==> src/shared/sar_pkg.sv <==
package sar_pkg;
  // ---------------------------------------------------------------
  // register map (byte addresses)
  // ---------------------------------------------------------------
  localparam logic [7:0] OFS_CTRL  = 8'h00;  // converter_control_zero
  localparam logic [7:0] OFS_CLK   = 8'h04;  // converter_clock_config
  localparam logic [7:0] OFS_RES_H = 8'h08;  // result_high_reg
  localparam logic [7:0] OFS_RES_L = 8'h0c;  // result_low_reg
  localparam logic [7:0] OFS_FLAG  = 8'h10;  // peripheral_flag_reg_a
  localparam logic [7:0] OFS_IEN   = 8'h14;  // peripheral_enable_reg_a
  // ---------------------------------------------------------------
  // field positions
  // ---------------------------------------------------------------
  localparam int B_ON      = 0;
  localparam int B_GO      = 1;
  localparam int B_CHS_LO  = 2;
  localparam int B_CHS_HI  = 4;
  localparam int B_POS_REF = 5;
  localparam int B_NEG_REF = 6;
  localparam int B_JUST    = 7;
  localparam int B_DIV_LO  = 4;
  localparam int B_DIV_HI  = 6;
  localparam int B_DONE    = 0;
  localparam int B_IEN     = 0;
  // ---------------------------------------------------------------
  // sizes, reset values, timing
  // ---------------------------------------------------------------
  localparam int          CODE_W     = 10;
  localparam logic [3:0]  LAST_PER   = 4'ha;    // eleventh period index
  localparam logic [1:0]  ABORT_PER  = 2'h2;    // bit periods after abort
  localparam logic [2:0]  INSTR_CYC  = 3'h4;    // pclk cycles per instruction
  localparam logic [9:0]  SAR_MSB    = 10'h200;
  localparam logic [7:0]  REG_RST    = 8'h00;
  localparam logic [1:0]  RC_CODE    = 2'h3;    // low two select bits = rc
  localparam logic [31:0] RD_ZERO    = 32'h0000_0000;
endpackage : sar_pkg

==> src/shared/sar_tick_if.sv <==
`timescale 1ns/10ps
// bit period request and strobe between the sequencer and the divider
interface sar_tick_if;
  logic [2:0] clk_sel;
  logic       run;
  logic       tick;
  modport gen  (input clk_sel, input run, output tick);
  modport user (output clk_sel, output run, input tick);
endinterface : sar_tick_if

==> src/verilog/sar_adc_seq.sv <==
// The register addresses and the APB interface to the registers were left to the implementer.
`timescale 1ns/10ps
module sar_adc_seq (
  input  wire logic        pclk,
  input  wire logic        presetn,
  input  wire logic        psel,
  input  wire logic        penable,
  input  wire logic        pwrite,
  input  wire logic [7:0]  paddr,
  input  wire logic [31:0] pwdata,
  output logic      [31:0] prdata,
  output logic             pready,
  output logic             pslverr,
  input  wire logic        sleep_in,
  input  wire logic        ccp_trigger,
  output logic             timer_clear,
  input  wire logic        rc_clk_in,
  input  wire logic        cmp_in,
  output logic      [2:0]  chan_sel,
  output logic             pos_ref_ext,
  output logic             neg_ref_ext,
  output logic             analog_power_on,
  output logic             sample_en,
  output logic      [9:0]  dac_code,
  output logic             done_flag,
  output logic             busy,
  output logic             wake_req
);
  import sar_pkg::*;

  typedef enum logic [1:0] {ST_IDLE, ST_RC_WAIT, ST_CONV, ST_ABORT} sar_state_t;

  sar_tick_if tif ();

  sar_state_t   state_ff;
  logic [7:0]   ctrl_ff;
  logic [2:0]   div_sel_ff;
  logic [7:0]   res_hi_ff;
  logic [7:0]   res_lo_ff;
  logic         done_ff;
  logic         ien_ff;
  logic         pwr_down_ff;
  logic         timer_clr_ff;
  logic [31:0]  prdata_ff;
  logic         pslverr_ff;
  logic         cmp_q_ff;
  logic [3:0]   per_cnt_ff;
  logic [2:0]   wait_cnt_ff;
  logic [1:0]   abort_cnt_ff;
  logic [9:0]   sar_ff;
  logic [9:0]   nxt_sar;
  logic [9:0]   trial;
  logic         wr_en;
  logic         wr_ctrl;
  logic         on_q;
  logic         rc_sel;
  logic         busy_st;
  logic         start_evt;
  logic         abort_evt;
  logic         sleep_abort;
  logic         complete;
  logic         bus_hit;

  sar_tick_gen u_tick (
    .pclk      (pclk),
    .presetn   (presetn),
    .rc_clk_in (rc_clk_in),
    .tif       (tif.gen)
  );

  // ---------------------------------------------------------------
  // apb slave
  // ---------------------------------------------------------------
  // read data is captured in the setup cycle so it comes from a flop;
  // the cost is a fixed single-wait-free access with registered data
  assign wr_en   = psel && penable && pwrite;
  assign wr_ctrl = wr_en && (paddr == OFS_CTRL);
  assign pready  = psel && penable;
  assign prdata  = prdata_ff;
  assign pslverr = pslverr_ff && psel && penable;
  assign bus_hit = (paddr == OFS_CTRL) || (paddr == OFS_CLK) || (paddr == OFS_RES_H) ||
                   (paddr == OFS_RES_L) || (paddr == OFS_FLAG) || (paddr == OFS_IEN);

  // read mux, sampled in the setup phase
  always_ff @(posedge pclk or negedge presetn) begin
    if (!presetn) begin
      prdata_ff  <= RD_ZERO;
      pslverr_ff <= 1'b0;
    end else if (psel && !penable) begin
      pslverr_ff <= !bus_hit;
      case (paddr)
        OFS_CTRL:  prdata_ff <= {24'h000000, ctrl_ff};
        OFS_CLK:   prdata_ff <= {25'h0000000, div_sel_ff, 4'h0};
        OFS_RES_H: prdata_ff <= {24'h000000, res_hi_ff};
        OFS_RES_L: prdata_ff <= {24'h000000, res_lo_ff};
        OFS_FLAG:  prdata_ff <= {31'h00000000, done_ff};
        OFS_IEN:   prdata_ff <= {31'h00000000, ien_ff};
        default:   prdata_ff <= RD_ZERO;
      endcase
    end
  end

  // ---------------------------------------------------------------
  // control registers
  // ---------------------------------------------------------------
  assign on_q    = ctrl_ff[B_ON];
  assign rc_sel  = (div_sel_ff[1:0] == RC_CODE);
  assign busy_st = (state_ff == ST_RC_WAIT) || (state_ff == ST_CONV);

  // a start needs the converter already on, so a write that turns it on
  // and sets start together only turns it on
  assign start_evt = (state_ff == ST_IDLE) && on_q && !pwr_down_ff &&
                     ((wr_ctrl && pwdata[B_GO] && pwdata[B_ON]) || ccp_trigger);
  assign sleep_abort = busy_st && sleep_in && !rc_sel;
  assign abort_evt   = busy_st && !complete &&
                       ((wr_ctrl && (!pwdata[B_GO] || !pwdata[B_ON])) || sleep_abort);
  assign complete    = (state_ff == ST_CONV) && tif.tick && (per_cnt_ff == LAST_PER);

  // control word; hardware owns the start bit while converting
  always_ff @(posedge pclk or negedge presetn) begin
    if (!presetn) begin
      ctrl_ff <= REG_RST;
    end else begin
      if (wr_ctrl) begin
        ctrl_ff <= pwdata[7:0];
        ctrl_ff[B_GO] <= (busy_st && !abort_evt && !complete) || start_evt;
      end else if (start_evt) begin
        ctrl_ff[B_GO] <= 1'b1;
      end else if (complete || abort_evt) begin
        ctrl_ff[B_GO] <= 1'b0;
      end
    end
  end

  // clock select register
  always_ff @(posedge pclk or negedge presetn) begin
    if (!presetn) begin
      div_sel_ff <= 3'h0;
    end else if (wr_en && paddr == OFS_CLK) begin
      div_sel_ff <= pwdata[B_DIV_HI:B_DIV_LO];
    end
  end

  // done flag: completion wins over a software clear in the same cycle
  always_ff @(posedge pclk or negedge presetn) begin
    if (!presetn) begin
      done_ff <= 1'b0;
    end else if (complete) begin
      done_ff <= 1'b1;
    end else if (wr_en && paddr == OFS_FLAG) begin
      done_ff <= pwdata[B_DONE];
    end
  end

  // interrupt enable
  always_ff @(posedge pclk or negedge presetn) begin
    if (!presetn) begin
      ien_ff <= 1'b0;
    end else if (wr_en && paddr == OFS_IEN) begin
      ien_ff <= pwdata[B_IEN];
    end
  end

  // ---------------------------------------------------------------
  // sequencer
  // ---------------------------------------------------------------
  assign tif.clk_sel = div_sel_ff;
  assign tif.run     = (state_ff == ST_CONV) || (state_ff == ST_ABORT);

  // state machine: idle acquires, conv runs eleven periods
  always_ff @(posedge pclk or negedge presetn) begin
    if (!presetn) begin
      state_ff <= ST_IDLE;
    end else begin
      case (state_ff)
        ST_IDLE: begin
          if (start_evt) begin
            state_ff <= rc_sel ? ST_RC_WAIT : ST_CONV;
          end
        end
        ST_RC_WAIT: begin
          if (abort_evt) begin
            state_ff <= ST_ABORT;
          end else if (wait_cnt_ff == INSTR_CYC - 3'h1) begin
            state_ff <= ST_CONV;
          end
        end
        ST_CONV: begin
          if (complete) begin
            state_ff <= ST_IDLE;
          end else if (abort_evt) begin
            state_ff <= ST_ABORT;
          end
        end
        ST_ABORT: begin
          if (tif.tick && abort_cnt_ff == ABORT_PER - 2'h1) begin
            state_ff <= ST_IDLE;
          end
        end
        default: state_ff <= ST_IDLE;
      endcase
    end
  end

  // extra instruction delay counter for the rc clock
  always_ff @(posedge pclk or negedge presetn) begin
    if (!presetn) begin
      wait_cnt_ff <= 3'h0;
    end else if (state_ff == ST_RC_WAIT) begin
      wait_cnt_ff <= wait_cnt_ff + 3'h1;
    end else begin
      wait_cnt_ff <= 3'h0;
    end
  end

  // post-abort settle counter in bit periods
  always_ff @(posedge pclk or negedge presetn) begin
    if (!presetn) begin
      abort_cnt_ff <= 2'h0;
    end else if (state_ff != ST_ABORT) begin
      abort_cnt_ff <= 2'h0;
    end else if (tif.tick) begin
      abort_cnt_ff <= abort_cnt_ff + 2'h1;
    end
  end

  // the comparator is strobed on pclk with the trial code, so one register
  // stage is enough; a two-stage synchroniser would miss the /2 bit period
  always_ff @(posedge pclk or negedge presetn) begin
    if (!presetn) begin
      cmp_q_ff <= 1'b0;
    end else begin
      cmp_q_ff <= cmp_in;
    end
  end

  // period 0 is the hold period, periods 1..10 resolve bits 9..0
  assign trial = SAR_MSB >> (per_cnt_ff - 4'h1);
  always_comb begin
    nxt_sar = sar_ff;
    if (per_cnt_ff != 4'h0) begin
      nxt_sar = (sar_ff & ~(cmp_q_ff ? 10'h000 : trial)) | (trial >> 1);
    end
  end

  // period counter and approximation register
  always_ff @(posedge pclk or negedge presetn) begin
    if (!presetn) begin
      per_cnt_ff <= 4'h0;
      sar_ff     <= SAR_MSB;
    end else if (state_ff != ST_CONV) begin
      per_cnt_ff <= 4'h0;
      sar_ff     <= SAR_MSB;
    end else if (tif.tick) begin
      per_cnt_ff <= per_cnt_ff + 4'h1;
      sar_ff     <= nxt_sar;
    end
  end

  // result pair takes the code only at completion, never a partial code; bus writes also load it
  always_ff @(posedge pclk or negedge presetn) begin
    if (!presetn) begin
      res_hi_ff <= REG_RST;
      res_lo_ff <= REG_RST;
    end else if (complete) begin
      if (ctrl_ff[B_JUST]) begin
        res_hi_ff <= {6'h00, nxt_sar[9:8]};
        res_lo_ff <= nxt_sar[7:0];
      end else begin
        res_hi_ff <= nxt_sar[9:2];
        res_lo_ff <= {nxt_sar[1:0], 6'h00};
      end
    end else if (wr_en && paddr == OFS_RES_H) begin
      res_hi_ff <= pwdata[7:0];
    end else if (wr_en && paddr == OFS_RES_L) begin
      res_lo_ff <= pwdata[7:0];
    end
  end

  // ---------------------------------------------------------------
  // sleep and trigger side effects
  // ---------------------------------------------------------------
  // power-down leaves the on bit alone; waking from sleep restores power
  always_ff @(posedge pclk or negedge presetn) begin
    if (!presetn) begin
      pwr_down_ff <= 1'b0;
    end else if (sleep_abort) begin
      pwr_down_ff <= 1'b1;
    end else if (complete && sleep_in && rc_sel && !ien_ff) begin
      pwr_down_ff <= 1'b1;
    end else if (!sleep_in) begin
      pwr_down_ff <= 1'b0;
    end
  end

  // timer clear pulse accompanies every accepted trigger
  always_ff @(posedge pclk or negedge presetn) begin
    if (!presetn) begin
      timer_clr_ff <= 1'b0;
    end else begin
      timer_clr_ff <= ccp_trigger && on_q;
    end
  end

  // ---------------------------------------------------------------
  // outputs
  // ---------------------------------------------------------------
  assign chan_sel        = ctrl_ff[B_CHS_HI:B_CHS_LO];
  assign pos_ref_ext     = ctrl_ff[B_POS_REF];
  assign neg_ref_ext     = ctrl_ff[B_NEG_REF];
  assign analog_power_on = on_q && !pwr_down_ff;
  assign sample_en       = analog_power_on && (state_ff == ST_IDLE);
  assign dac_code        = sar_ff;
  assign done_flag       = done_ff;
  assign busy            = ctrl_ff[B_GO];
  assign wake_req        = done_ff && ien_ff && sleep_in;
  assign timer_clear     = timer_clr_ff;
endmodule : sar_adc_seq

==> src/verilog/sar_tick_gen.sv <==
`timescale 1ns/10ps
// bit period strobe: divided pclk or edges of the external rc clock
module sar_tick_gen (
  input  wire logic pclk,
  input  wire logic presetn,
  input  wire logic rc_clk_in,
  sar_tick_if.gen   tif
);
  import sar_pkg::*;

  logic [5:0] div_cnt_ff;
  logic [5:0] div_last;
  logic [2:0] rc_sync_ff;
  logic       rc_sel;

  // ---------------------------------------------------------------
  // divisor decode
  // ---------------------------------------------------------------
  // exponent = 2*sel[1:0] + sel[2] + 1 gives /2 /4 /8 /16 /32 /64
  assign rc_sel   = (tif.clk_sel[1:0] == RC_CODE);
  assign div_last = 6'((7'h02 << (2 * tif.clk_sel[1:0] + tif.clk_sel[2])) - 7'h01);

  // rc pin is asynchronous; the third stage only feeds the edge detector
  always_ff @(posedge pclk or negedge presetn) begin
    if (!presetn) begin
      rc_sync_ff <= 3'h0;
    end else begin
      rc_sync_ff <= {rc_sync_ff[1:0], rc_clk_in};
    end
  end

  // divider counter restarts whenever the sequencer is not timing
  always_ff @(posedge pclk or negedge presetn) begin
    if (!presetn) begin
      div_cnt_ff <= 6'h00;
    end else if (!tif.run || div_cnt_ff == div_last) begin
      div_cnt_ff <= 6'h00;
    end else begin
      div_cnt_ff <= div_cnt_ff + 6'h01;
    end
  end

  // one strobe per bit period
  assign tif.tick = tif.run && (rc_sel ? (rc_sync_ff[1] && !rc_sync_ff[2])
                                       : (div_cnt_ff == div_last));
endmodule : sar_tick_gen

==> config.mk <==
export PLATFORM = sky130hd
export DESIGN_NAME = sar_adc_seq
export DESIGN_NICKNAME = d
export VERILOG_FILES = /design/src/shared/sar_pkg.sv /design/src/shared/sar_tick_if.sv /design/src/verilog/sar_adc_seq.sv /design/src/verilog/sar_tick_gen.sv
export SDC_FILE = /design/constraint.sdc
export NUM_CORES = 1
export LEC_CHECK = 0
export ABC_CLOCK_PERIOD_IN_PS = 2400
export BUFFER_PORTS_ARGS = -buffer_cell sky130_fd_sc_hd__buf_4
export CELL_PAD_IN_SITES_DETAIL_PLACEMENT = 1
export CELL_PAD_IN_SITES_GLOBAL_PLACEMENT = 1
export CORE_MARGIN = 2
export CORE_UTILIZATION = 37
export CTS_CLUSTER_SIZE = 8
export DETAILED_ROUTE_END_ITERATION = 10
export PLACE_DENSITY_LB_ADDON = 0.1
export RECOVER_POWER = 50
export SETUP_SLACK_MARGIN = 0.1
export SYNTH_ARGS = -nofsm -noshare
export SYNTH_HDL_FRONTEND = slang
export SYNTH_SLANG_ARGS = --single-unit
==> constraint.sdc <==
create_clock -name pclk -period 2.4 [get_ports pclk]
set_clock_uncertainty 0.2 [all_clocks]
set_input_delay 0.12 -clock pclk [delete_from_list [all_inputs] [get_ports pclk]]
set_output_delay 0.12 -clock pclk [all_outputs]
set_load 0.01 [all_outputs]
==> metrics.md <==
| Metric | Value |
|---|---|
| Antenna-violating nets left | 0 |
| Routability cong. | 0.794 |
| Routed WL | 12600 µm |
| Die area | 11900 µm² |
| Final instance area | 5840 µm² |
| Wirelength per Cell | 18.7 µm |
| Ys flop type | dfrtp_1 |
| Final hold vios | 0 |
| CP endpoint kind | flop |
| Initial DRT Pass Iterations | 7 |
| Power per cell area | 816 nW/µm² |
| RSZ-0062 raised after global routing | true |
| Setup total negative slack | -0.146 ns |
| DRC errors left | 0 |
| Largest net degree at the start of global routing | 42 |
| Setup violators final | 4 |
| CP Class | reg2reg |
| Number of synthesized register bits | 71 |
| Arr. time, crit path | 2.50 ns |
| Flop2flop setup slack | -0.06 ns |
| Detailed Route Iter0 Violations | 155 |
| First-pass GRT wire length | 18900 µm |
| Core Box Area | 10800 µm² |
| GRT Util Overall | 21.0% |
| Peak supply drop | 0.574 mV |
| Slew margin rel. | 28.1% |
| Fin Hold WS | 0.0902 ns |
| Nets@finish | 592 |
| Slew @ Worst Pin | 1.08 ns |
| # diodes | 0 |
| Slowest CP cell | dfrtp_2 |
| Die height | 109 µm |
| PnR worst setup slack | -0.0635 ns |
| Starting Density | 37.9% |
| Initial antenna violation count | 0 |
| Port buffer count | 55 |
| Max Root-Sink Buffers | 2 |
| CTS tree | built |
| Status | finished with violations |
| Clk sink count | 71 |
| Worst Setup Start Kind | flop |
| Syn Area/Cell | 9.95 µm² |
| Area share of the largest cell type after synthesis | 42.8% |
| Syn Inst Count | 411 |
| H-Tree Depth | 3 |
| DIE WIDTH | 109 µm |
| Area contributors post-synth | dfrtp_1, buf_4, ha_1, mux2i_1, mux2_2 |
| Via count | 3585 |
| Layout Utilization | 54.1% |
| Post-DP HPWL | 8240 µm |
| Crit path required time | 2.44 ns |
| Crit-path max FO | 6 |
| Tcrit/Tclk final | 103% |
| Via-to-Cell Ratio | 5.32 |
| GRT overflow | 0 |
| I/O pins | 104 |
| Dpl ws | -0.0835 ns |
| Critical path buffers and inverters | 1 |
| Min Tclk post-route | 2.46 ns |
| MaxCap Viol Count | 0 |
| Root Buffer | clkbuf_8 |
| Cell with the most instances after synthesis | dfrtp_1 |
| Post-layout power | 4.77 mW |
| Failing checks | setup timing |
| Post-synth EDFFs | 0 |
| Sequential share of the synthesized area | 43.5% |
| Clock buffer count from CTS | 9 |
| Clk_lat worst skew | 0.36 ns |
| Area Overhead vs Synth | 42.8% |
| Mapped Area | 4090 µm² |
| Fmax achieved | 406 MHz |
| Unique cell type count in the Yosys netlist | 58 |
| Dpl cells | 626 |
| Reg clk slew, reported paths | 0.08 ns |
| CP cell instances | a2111oi_4 -> a21oi_2 -> a211oi_2 -> buf_4 -> a31oi_4 -> o21ai_1 -> and3_4 -> mux2_4 |
| Hold Path Class | in2reg |
| Commonest cells in the synthesized netlist | dfrtp_1, nand2_1, buf_4 |
| Max incr delay on CP | 0.49 ns |
| Yosys warnings | 0 |
| Fraction of layout cells with a size suffix above 1 | 40.3% |
| Final Non-Filler Cells | 674 |
| Fin. max-slew vios | 0 |
| Synth async-reset ratio | 100% |
| Number of global-route vias before repair | 3625 |
| Std-Cell Rows | 38 |
| Cell area after placement | 4850 µm² |
| Post-synth top area cell | dfrtp_1 |
| CP top delay family | compound AO/OA/AOI/OAI gates |
| Leakage | 2.69 nW |
==> per-layer routing <==
metal	wire (µm)	vias up	global-route usage [%]
li1	-	1662	-
met1	5650	1807	27.5
met2	6150	96	34.9
met3	539	20	4.06
met4	257	0	6.50
met5	0	-	0
==> sequential cells by signal, summed over array words and instances (netlist names) <==
signal             cells
abort_cnt_ff           2
cmp_q_ff               1
u_tick.rc_sync_ff      3
state_ff               2
timer_clear            1
done_flag              1
dac_code              10
pslverr_ff             1
ien_ff                 1
div_sel_ff             3
prdata                 8
pwr_down_ff            1
u_tick.div_cnt_ff      6
res_lo_ff              8
ctrl_ff                8
res_hi_ff              8
per_cnt_ff             4
wait_cnt_ff            3
==> layout make-up <==
class / instances / area [µm²]
well taps: 140 / 175
clock buffers: 11 / 151
repair buffers: 131 / 1140
inverters: 11 / 41.3
clock inverters: 5 / 128
flip-flops and latches: 71 / 1780
multi-input cells: 305 / 2420
fillers: 1170 / 4950
==> kinds of logic after synthesis <==
group           Yosys count  synth area share (%)
simple gates            135                  17.5
compound gates           87                  15.0
flops                    71                  43.5
buf+inv                  58                  8.50
mux                      33                  8.65
fa+ha+maj                14                  4.28
xor+xnor                 12                  2.57
other cells               1                0.0917
==> path summary, 6_finish.rpt <==
check                                        to  depth (start not counted)            startpoint
min in group asynchronous       abort_cnt_ff[0]                          2               presetn
max in group asynchronous           dac_code[9]                          3               presetn
setup reg to reg                    state_ff[0]                          8         div_sel_ff[0]
hold reg to reg            u_tick.rc_sync_ff[1]                          0  u_tick.rc_sync_ff[0]
setup / recovery                    state_ff[0]                          8         div_sel_ff[0]
hold / removal                        prdata[0]                          4                  psel
==> power by group <==
group	leakage (nW)	switching [mW]	internal, mW	total, mW
clock	0.136	0.479	0.852	1.33
combinational	1.67	1.04	0.924	1.96
sequential	0.883	0.145	1.33	1.48
total	2.69	1.66	3.11	4.77
==> layout by cell type (no fill, tap or decap), drive strengths merged, types with 2 or more instances in the layout <==
cell | synthesis | final
buf | 37 | 101
dfrtp | 70 | 70
nand2 | 36 | 36
nor2 | 28 | 28
conb | 1 | 24
o21ai | 24 | 24
clkbuf | 10 | 24
dlygate4sd3 | 0 | 17
mux2i | 17 | 17
mux2 | 16 | 16
a21oi | 16 | 16
ha | 14 | 14
and2 | 13 | 13
nand3 | 12 | 12
inv | 11 | 11
nor2b | 8 | 8
a222oi | 8 | 8
xor2 | 6 | 6
xnor2 | 6 | 6
or3 | 6 | 6
and3 | 6 | 6
a211oi | 5 | 5
nand4 | 5 | 5
nand3b | 5 | 5
a22oi | 5 | 5
nor4 | 4 | 4
o211a | 4 | 4
bufinv | 0 | 4
nor3 | 4 | 4
o31ai | 4 | 4
a22o | 3 | 3
a21o | 3 | 3
o31a | 2 | 2
nor3b | 2 | 2
or2 | 2 | 2
nor4b | 2 | 2
a41oi | 2 | 2
a31oi | 2 | 2
==> what timing repair did <==
action / in CTS / in global routing
hold endpoints to repair: 71 / 0
gates resized for setup: 28 / 69
cloned: 0 / 6
hold buffers: 17 / 0
buffers inserted: 7 / 3
setup endpoints to repair: 33 / 37
pin swaps: 5 / 29
==> tightest hold or removal path: cells and delay by family <==
kind	cells	cell delay, ns
AO/OA/AOI/OAI	1	0.06
AND/OR/NAND/NOR	2	0.33
buffers and inverters	1	0.09
(Power assumes the default switching activity.)
